$ cat config.mk
export PLATFORM = sky130hd
export DESIGN_NAME = clock_source_startup_select
export DESIGN_NICKNAME = d
export VERILOG_FILES = /design/src/clk_startup_pkg.sv /design/src/clk_edge_sync.sv /design/src/clock_source_startup_select.sv
export SDC_FILE = /design/constraint.sdc
export NUM_CORES = 1
export LEC_CHECK = 0
export BUFFER_PORTS_ARGS = -buffer_cell sky130_fd_sc_hd__buf_2
export CORE_UTILIZATION = 38
export DETAILED_ROUTE_END_ITERATION = 10
export GPL_TIMING_DRIVEN = 0
export HOLD_SLACK_MARGIN = 0.15
export SKIP_LAST_GASP = 1
export SLEW_MARGIN = 20
export SYNTH_ARGS = -nofsm -noshare
export SYNTH_HDL_FRONTEND = slang
export SYNTH_HIERARCHICAL = 1
export SYNTH_SLANG_ARGS = --single-unit
$ cat constraint.sdc
create_clock -name core_clk -period 6.8 [get_ports core_clk]
set_input_delay 1.02 -clock core_clk [delete_from_list [all_inputs] [get_ports core_clk]]
set_output_delay 1.02 -clock core_clk [all_outputs]
set_load 0.01 [all_outputs]
$ cat src/clk_startup_pkg.sv
// package: constants and types for clock source start-up selection
package clk_startup_pkg;

    // source clock pin indices into the edge vector
    localparam int NUM_CLK = 5;
    localparam int CLK_EXT = 0;
    localparam int CLK_RC = 1;
    localparam int CLK_K128 = 2;
    localparam int CLK_LF = 3;
    localparam int CLK_WDOG = 4;

    // source-select fuse encodings
    localparam logic [3:0] SEL_EXT = 4'h0;
    localparam logic [3:0] SEL_RC = 4'h2;
    localparam logic [3:0] SEL_K128 = 4'h3;
    localparam logic [2:0] SEL_LF_HI = 3'h3;
    localparam logic [2:0] SEL_LF_LO = 3'h2;

    // start-up-time fuse encodings
    localparam logic [1:0] SUT_SHORT = 2'h0;
    localparam logic [1:0] SUT_MID = 2'h1;
    localparam logic [1:0] SUT_LONG = 2'h2;
    localparam logic [1:0] SUT_RSVD = 2'h3;

    // source clock cycle counts
    localparam logic [15:0] CK_LF_RESET = 16'h0004;
    localparam logic [15:0] CK_INT_RESET = 16'h000e;
    localparam logic [15:0] CK_WAKE_SHORT = 16'h0006;
    localparam logic [15:0] CK_LF_WAKE_1K = 16'h0400;
    localparam logic [15:0] CK_LF_WAKE_32K = 16'h8000;

    // millisecond delays, timed on the watchdog oscillator
    localparam longint WDOG_HZ = 128000;
    localparam longint US_PER_S = 1000000;
    localparam longint T_4P1MS_US = 4100;
    localparam longint T_4MS_US = 4000;
    localparam longint T_65MS_US = 65000;
    localparam longint T_64MS_US = 64000;
    // least times: round up to whole watchdog ticks
    localparam longint WD_4P1MS = (T_4P1MS_US * WDOG_HZ + US_PER_S - 1) / US_PER_S;
    localparam longint WD_4MS = (T_4MS_US * WDOG_HZ + US_PER_S - 1) / US_PER_S;
    localparam longint WD_65MS = (T_65MS_US * WDOG_HZ + US_PER_S - 1) / US_PER_S;
    localparam longint WD_64MS = (T_64MS_US * WDOG_HZ + US_PER_S - 1) / US_PER_S;

    // register byte offsets
    localparam logic [4:0] OFF_TRIM = 5'h00;
    localparam logic [4:0] OFF_PRESC = 5'h04;
    localparam logic [4:0] OFF_STATUS = 5'h08;
    localparam logic [4:0] OFF_FUSE = 5'h0c;
    localparam logic [31:0] RDATA_UNMAPPED = 32'h0000_0000;

    // field positions
    localparam int STAT_RUN_BIT = 0;
    localparam int STAT_SRC_LSB = 1;
    localparam int STAT_PHASE_LSB = 3;
    localparam int STAT_BADSEL_BIT = 6;
    localparam int STAT_BADSUT_BIT = 7;
    localparam int FUSE_SEL_LSB = 0;
    localparam int FUSE_SUT_LSB = 4;
    localparam int FUSE_RSTDIS_BIT = 6;
    localparam int FUSE_DIV8_BIT = 7;

    // prescaler reset values
    localparam logic [3:0] PRESC_RESET_DIV8 = 4'h3;
    localparam logic [3:0] PRESC_RESET_DIV1 = 4'h0;

    typedef enum logic [1:0] {SRC_EXT, SRC_RC, SRC_K128, SRC_LF} src_t;
    typedef enum logic [2:0] {
        PH_MS, PH_CK, PH_RUN, PH_SLEEP, PH_WAKE
    } phase_t;

    typedef struct packed {
        logic [3:0] sel;
        logic [1:0] startup_time_fuses;
        logic rstdis;
        logic div8;
    } fuse_t;

    typedef struct packed {
        logic [4:0] address;
        logic read;
        logic write;
        logic [31:0] writedata;
    } avmm_req_t;

    typedef struct packed {
        logic [31:0] readdata;
        logic waitrequest;
    } avmm_rsp_t;

    typedef struct packed {
        logic meta;
        logic stable;
        logic last;
    } sync_state_t;

    typedef struct packed {
        phase_t phase;
        fuse_t fuse;
        src_t src;
        logic bad_sel;
        logic bad_sut;
        logic [15:0] ms_cnt;
        logic [15:0] ms_tgt;
        logic [15:0] ck_cnt;
        logic [15:0] ck_tgt;
        logic clk_en;
        logic [7:0] trim;
        logic [3:0] presc;
        logic waitreq;
        logic [31:0] rdata;
    } core_state_t;

endpackage : clk_startup_pkg

$ cat src/clk_edge_sync.sv
// two-stage synchroniser with rising-edge detect for one clock pin
module clk_edge_sync (
    input wire logic core_clk,
    input wire logic reset,
    input wire logic async_in,
    output logic rise
);
    import clk_startup_pkg::*;

    sync_state_t s_r;
    sync_state_t s_nxt;

    always_comb begin
        s_nxt = s_r;
        if (reset) begin
            // last held high: a pin already high at release is no edge
            s_nxt.meta = async_in;
            s_nxt.stable = s_r.meta;
            s_nxt.last = 1'b1;
        end else begin
            s_nxt.meta = async_in;
            s_nxt.stable = s_r.meta;
            s_nxt.last = s_r.stable;
        end
    end

    always_ff @(posedge core_clk) begin
        s_r <= s_nxt;
    end

    // meta is never looked at here, only the settled stages
    assign rise = s_r.stable & ~s_r.last;

endmodule : clk_edge_sync

$ cat src/clock_source_startup_select.sv
// clock source selection, start-up delay sequencing and trim registers
module clock_source_startup_select #(
    parameter logic [15:0] WD_TICKS_4P1MS = 16'(clk_startup_pkg::WD_4P1MS),
    parameter logic [15:0] WD_TICKS_4MS = 16'(clk_startup_pkg::WD_4MS),
    parameter logic [15:0] WD_TICKS_65MS = 16'(clk_startup_pkg::WD_65MS),
    parameter logic [15:0] WD_TICKS_64MS = 16'(clk_startup_pkg::WD_64MS),
    parameter logic [15:0] LF_WAKE_LONG_CK = clk_startup_pkg::CK_LF_WAKE_32K
) (
    input wire logic core_clk,
    input wire logic reset,
    input wire clk_startup_pkg::fuse_t fuses,
    input wire logic [7:0] factory_trim_3v,
    input wire logic sleep_request,
    input wire logic oscillator_input_pin,
    input wire logic lf_crystal_clk,
    input wire logic rc_osc_clk,
    input wire logic osc_128k_clk,
    input wire logic watchdog_osc_clk,
    input wire clk_startup_pkg::avmm_req_t avmm_req,
    output clk_startup_pkg::avmm_rsp_t avmm_rsp,
    output logic system_clock_enable,
    output clk_startup_pkg::src_t source_select,
    output logic [7:0] rc_trim_register,
    output logic [3:0] prescaler_select_field
);
    import clk_startup_pkg::*;

    core_state_t s_r;
    core_state_t s_nxt;
    logic [NUM_CLK-1:0] pin_vec;
    logic [NUM_CLK-1:0] rise;
    logic src_edge;
    logic wd_tick;
    logic req;

    assign pin_vec[CLK_EXT] = oscillator_input_pin;
    assign pin_vec[CLK_RC] = rc_osc_clk;
    assign pin_vec[CLK_K128] = osc_128k_clk;
    assign pin_vec[CLK_LF] = lf_crystal_clk;
    assign pin_vec[CLK_WDOG] = watchdog_osc_clk;

    // every clock pin is foreign to core_clk, so each is synchronised
    for (genvar i = 0; i < NUM_CLK; i++) begin : g_sync
        clk_edge_sync u_sync (
            .core_clk(core_clk),
            .reset(reset),
            .async_in(pin_vec[i]),
            .rise(rise[i])
        );
    end

    // cycle counts run on the chosen source's own edges
    assign src_edge = rise[int'(s_r.src)];
    // ms delay is timed by the watchdog oscillator whatever the source
    assign wd_tick = rise[CLK_WDOG];
    assign req = avmm_req.read | avmm_req.write;

    function automatic src_t decode_src(input logic [3:0] sel);
        if (sel == SEL_EXT) begin
            decode_src = SRC_EXT;
        end else if (sel == SEL_K128) begin
            decode_src = SRC_K128;
        end else if (sel[3:1] == SEL_LF_HI || sel[3:1] == SEL_LF_LO) begin
            decode_src = SRC_LF;
        end else begin
            // unsupported codes fall back to the shipped RC choice
            decode_src = SRC_RC;
        end
    endfunction : decode_src

    function automatic logic sel_known(input logic [3:0] sel);
        sel_known = (sel == SEL_EXT) || (sel == SEL_RC) ||
            (sel == SEL_K128) || (sel[3:1] == SEL_LF_HI) ||
            (sel[3:1] == SEL_LF_LO);
    endfunction : sel_known

    function automatic logic [15:0] ms_target(input src_t src,
                                              input logic [1:0] startup_time_fuses,
                                              input logic rstdis);
        logic internal;
        internal = (src == SRC_RC) || (src == SRC_K128);
        case (startup_time_fuses)
            SUT_SHORT: begin
                // keeps a window to enter programming mode
                ms_target = (rstdis && internal) ? WD_TICKS_4P1MS
                                                 : 16'h0000;
            end
            SUT_MID: begin
                ms_target = (src == SRC_K128) ? WD_TICKS_4MS
                                              : WD_TICKS_4P1MS;
            end
            // reserved code is treated as the longest delay
            default: begin
                ms_target = (src == SRC_K128) ? WD_TICKS_64MS
                                              : WD_TICKS_65MS;
            end
        endcase
    endfunction : ms_target

    function automatic logic [15:0] wake_target(input src_t src,
                                                input logic sel0);
        if (src == SRC_LF) begin
            wake_target = sel0 ? LF_WAKE_LONG_CK : CK_LF_WAKE_1K;
        end else begin
            wake_target = CK_WAKE_SHORT;
        end
    endfunction : wake_target

    function automatic logic [31:0] read_mux(input logic [4:0] addr,
                                             input core_state_t s);
        logic [31:0] d;
        d = RDATA_UNMAPPED;
        case (addr)
            OFF_TRIM: d[7:0] = s.trim;
            OFF_PRESC: d[3:0] = s.presc;
            OFF_STATUS: begin
                d[STAT_RUN_BIT] = s.clk_en;
                d[STAT_SRC_LSB +: 2] = s.src;
                d[STAT_PHASE_LSB +: 3] = s.phase;
                d[STAT_BADSEL_BIT] = s.bad_sel;
                d[STAT_BADSUT_BIT] = s.bad_sut;
            end
            OFF_FUSE: begin
                d[FUSE_SEL_LSB +: 4] = s.fuse.sel;
                d[FUSE_SUT_LSB +: 2] = s.fuse.startup_time_fuses;
                d[FUSE_RSTDIS_BIT] = s.fuse.rstdis;
                d[FUSE_DIV8_BIT] = s.fuse.div8;
            end
            default: d = RDATA_UNMAPPED;
        endcase
        read_mux = d;
    endfunction : read_mux

    always_comb begin
        s_nxt = s_r;
        if (reset) begin
            // fuses are static; they are captured while reset is held
            s_nxt = '0;
            s_nxt.fuse = fuses;
            s_nxt.src = decode_src(fuses.sel);
            s_nxt.bad_sel = ~sel_known(fuses.sel);
            s_nxt.bad_sut = (fuses.startup_time_fuses == SUT_RSVD);
            s_nxt.phase = PH_MS;
            s_nxt.ms_tgt = ms_target(decode_src(fuses.sel), fuses.startup_time_fuses,
                                     fuses.rstdis);
            s_nxt.ck_tgt = (decode_src(fuses.sel) == SRC_LF) ? CK_LF_RESET
                                                 : CK_INT_RESET;
            s_nxt.trim = factory_trim_3v;
            s_nxt.presc = fuses.div8 ? PRESC_RESET_DIV8
                                     : PRESC_RESET_DIV1;
            s_nxt.waitreq = 1'b1;
        end else begin
            case (s_r.phase)
                PH_MS: begin
                    if (s_r.ms_cnt == s_r.ms_tgt) begin
                        s_nxt.phase = PH_CK;
                        s_nxt.ms_cnt = 16'h0000;
                    end else if (wd_tick) begin
                        s_nxt.ms_cnt = s_r.ms_cnt + 16'h0001;
                    end
                end
                PH_CK, PH_WAKE: begin
                    if (s_r.ck_cnt == s_r.ck_tgt) begin
                        s_nxt.phase = PH_RUN;
                        s_nxt.clk_en = 1'b1;
                        s_nxt.ck_cnt = 16'h0000;
                    end else if (src_edge) begin
                        s_nxt.ck_cnt = s_r.ck_cnt + 16'h0001;
                    end
                end
                PH_RUN: begin
                    if (sleep_request) begin
                        s_nxt.phase = PH_SLEEP;
                        s_nxt.clk_en = 1'b0;
                        s_nxt.ck_tgt = wake_target(s_r.src, s_r.fuse.sel[0]);
                    end
                end
                PH_SLEEP: begin
                    // the wake count starts only once sleep is withdrawn
                    if (!sleep_request) begin
                        s_nxt.phase = PH_WAKE;
                    end
                end
                default: s_nxt.phase = PH_MS;
            endcase

            // one wait cycle per access, then the answer
            s_nxt.waitreq = 1'b1;
            if (req && s_r.waitreq) begin
                s_nxt.waitreq = 1'b0;
                s_nxt.rdata = read_mux(avmm_req.address, s_r);
            end
            if (avmm_req.write && !s_r.waitreq) begin
                if (avmm_req.address == OFF_TRIM) begin
                    s_nxt.trim = avmm_req.writedata[7:0];
                end
                if (avmm_req.address == OFF_PRESC) begin
                    s_nxt.presc = avmm_req.writedata[3:0];
                end
            end
        end
    end

    always_ff @(posedge core_clk) begin
        s_r <= s_nxt;
    end

    assign avmm_rsp.readdata = s_r.rdata;
    assign avmm_rsp.waitrequest = s_r.waitreq;
    assign system_clock_enable = s_r.clk_en;
    assign source_select = s_r.src;
    assign rc_trim_register = s_r.trim;
    assign prescaler_select_field = s_r.presc;

    // helper: independent count of source edges in the counting phases
    logic [15:0] edge_h;
    always_ff @(posedge core_clk) begin
        if (reset || !(s_r.phase == PH_CK || s_r.phase == PH_WAKE)) begin
            edge_h <= 16'h0000;
        end else if (src_edge && s_r.ck_cnt != s_r.ck_tgt) begin
            edge_h <= edge_h + 16'h0001;
        end
    end
endmodule : clock_source_startup_select

==> impl_results.md <==
- Status: finished clean
- Remaining DRCs: 0
- Max stage delay on crit path: 570 ps
- Max Fclk: 338.1 MHz
- IO Pins: 111
- Remaining antenna violation count: 0
- Die H: 110.2 um
- Hold path depth: 0
- Initial antenna violation count: 0
- CP required: 6770 ps
- Area post-placement: 5025 um^2
- PwrDens: 228.4 nW/um^2
- Global route overflow: 0
- Initial DRC count: 148
- Crit Path Category: in -> reg
- Antenna Cells: 0
- Vias per cell: 4.996
- Share of cells above drive strength 1: 26.94%
- Die width: 110.2 um
- Crit path cell chain: buf_2 -> clkbuf_1 -> clkinv_1 -> o21ai_1
- Max-cap violations: 0
- Core area: 11420 um^2
- FFs w/ async S/R, synth: 0%
- Clk buf depth: 2
- Synthesized area: 4448 um^2
- First-pass GRT wire length: 15350 um
- Starting density of the core: 38.95%
- Min Tclk post-route: 2958 ps
- RSZ-0062 raised after global routing: no
- Worst setup EP type: register
- Later-pin clock latency in the skew report: 340 ps
- Post-DP HPWL: 7070 um
- Final Hold Violating Endpoints: 0
- Hold_sp: g_sync[4].u_sync/s_r[2]$_DFF_P_
- Top Family by Delay on Critical Path: buffers and inverters
- Final WL: 9506 um
- Nets: 603
- Largest net degree at the start of global routing: 23
- Routability cong.: 0.8075
- Clk sinks: 93
- Fin crit share: 43.50%
- FP Rows: 39
- Die Area: 12140 um^2
- Total power: 1.216 mW
- # resized after CTS: 0
- Final Max Slew Viols: 0
- Leak: 2.148 nW
- CP max stage cell: o21ai_1
- Critical path depth: 4
- RR Startpoint: g_sync[4].u_sync/s_r[1]$_DFF_P_
- Crit start category: primary input
- # hold bufs at CTS: 0
- Worst Hold Class: reg -> reg
- Drt pass-1 iters: 4
- Synthesized instance count: 442
- Worst rel slew slack: 41.28%
- Critical path origin: reset
- VDD IR max: 0.1177 mV
- CTS tree: yes
- Via Count: 3422
- Yosys reg bits: 93
- Clock skew: 8.460 ps
- Yosys warns: 6
- Critical Path AT: 2930 ps
- Crit path max fanout: 22
- Wire per inst: 13.88 um
- Buffers on Ports: 61
- Clock root cell: clkbuf_16
- Area grow syn2layout: 19.66%
- CTS Buf Count: 9
- Syn_area_per_cell: 10.06 um^2
- H-tree Lvls: 3
- Final Cell Area: 5323 um^2
- Post-Route Setup TNS: 0 ps
- Cell variety after synth: 57
- Hold Slack: 328.6 ps
- EDFF count, synth: 33
- Worst-margin pin slew: 875.4 ps
- Global router's overall resource usage: 16.75%
- Clk slew on worst S/H paths: 70 ps
- Worst path bufs/invs: 3
- Dominant synthesized flop cell: dfxtp_1
- Final Setup Violations: 0
- Sequential cell area fraction in the yosys report: 49.28%
- Postcts setup bufs: 0
- Number of global-route vias before repair: 3165
- R2R cell count: 5
==> state kept, by name (all words and copies together), names as in the netlist <==
signal / cells
avmm_rsp: 9
g_sync.u_sync/s_r: 15
prescaler_select_field: 4
rc_trim_register: 8
s_r: 54
source_select: 2
system_clock_enable: 1
==> report_power, final <==
group	total, mW	switching, mW	internal (mW)
clock	0.492	0.233	0.259
combinational	0.112	0.0583	0.0537
sequential	0.612	0.0125	0.600
total	1.22	0.303	0.913
==> metal layers <==
layer | share of wire [%] | GRT usage (%)
met1 | 48 | 21.45
met2 | 47 | 27.68
met3 | 4.1 | 3.351
met4 | 1.4 | 6.767
met5 | 0 | 0
==> cell families after synthesis <==
kind of cell / count (synthesis) / synth area share [%]
muxes: 16 / 5.148
AOI/OAI and AO/OA: 69 / 10.69
xor gates and xnor gates: 20 / 3.938
and+or+nand+nor: 167 / 19.69
other: 1 / 0.08431
adders and majority gates: 3 / 0.8440
buffers and inverters: 73 / 10.32
DFF: 93 / 49.28
==> cell type report <==
type                    instances  area (um^2)
fillers                      1105         6096
flip-flops and latches         93         2192
multi-input cells             299         1896
plain buffers                  60        410.4
repair buffers                 61        305.3
clock buffers                  10        229.0
well taps                     143        178.9
clock inverters                 6        62.56
inverters                      13        48.80
==> cell usage in the layout, fill, tap and decap left out, types with 4 or more instances in the layout <==
cell type / netlist / final
a21oi_1: 19 / 19
a22oi_1: 8 / 8
a31oi_1: 6 / 6
and2_1: 4 / 4
and3_1: 6 / 6
and4_1: 5 / 5
buf_2: 1 / 62
buf_4: 47 / 47
clkbuf_1: 8 / 9
clkbuf_16: 0 / 9
conb_1: 1 / 24
dfxtp_1: 60 / 60
edfxtp_1: 33 / 33
inv_1: 11 / 11
inv_6: 0 / 4
mux2_2: 5 / 5
mux2i_1: 6 / 6
mux4_2: 5 / 5
nand2_1: 35 / 35
nand3_1: 22 / 22
nand4_1: 13 / 13
nor2_1: 33 / 33
nor2b_1: 8 / 8
nor3_1: 10 / 10
o21ai_0: 13 / 12
or2_1: 5 / 5
or3_1: 8 / 8
or4_1: 6 / 6
xnor2_1: 8 / 8
xor2_1: 12 / 12
==> metrics by stage <==
step / util [%] / std cells / setup WS (ps)
6_report: 46.61 / 685 / 3842
5_1_grt: 46.61 / 685 / 3611
4_1_cts: 46.56 / 685 / 3796
3_5_place_dp: 44.01 / 669 / 3431
3_3_place_gp: 43.95 / 669 / 3335
2_1_floorplan: - / 465 / 4354
==> synth_stat cells (2+ instances only) <==
master / n / area, um^2
mux4_2: 5 / 112.6
o21ai_0: 13 / 65.06
or4_1: 6 / 45.04
a31oi_1: 6 / 37.54
and2_1: 4 / 25.02
clkinv_1: 2 / 7.510
nor2_1: 33 / 123.9
nor3_1: 10 / 50.05
a21o_1: 3 / 22.52
mux2_2: 5 / 56.30
a21oi_1: 19 / 95.09
or3_1: 8 / 50.05
and3_1: 6 / 37.54
nand4_1: 13 / 81.33
nand2b_1: 2 / 12.51
xor2_1: 12 / 105.1
xnor2_1: 8 / 70.07
nand3_1: 22 / 110.1
a311oi_1: 2 / 17.52
and4_1: 5 / 43.79
edfxtp_1: 33 / 991.0
nand2_1: 35 / 131.4
a211oi_1: 2 / 15.01
inv_1: 11 / 41.29
clkbuf_1: 8 / 30.03
buf_4: 47 / 352.8
or2_1: 5 / 31.28
buf_1: 3 / 11.26
dfxtp_1: 60 / 1201
mux2i_1: 6 / 60.06
nor4_1: 4 / 25.02
a22oi_1: 8 / 60.06
a22o_1: 2 / 17.52
ha_1: 3 / 37.54
nor2b_1: 8 / 50.05
o31ai_1: 2 / 15.01
==> worst reg2reg max path, cell delays in order, from the launching register on <==
cell,delay [ps]
dfxtp_1,320
nor2b_1,370
nor4b_2,580
nand3_1,310
or4b_2,670
a21oi_1,140
==> final timing paths <==
| path | end | slack, ps |
|---|---|---|
| worst max-delay path | rc_trim_register[2]$_DFFE_PP_ | 3840 |
| worst min-delay path | g_sync[4].u_sync/s_r[1]$_DFF_P_ | 330 |
| worst min register to register | g_sync[4].u_sync/s_r[1]$_DFF_P_ | 330 |
| worst max register to register | s_r[102]$_SDFFE_PP0P_ | 4350 |
(Power assumes the default switching activity.)
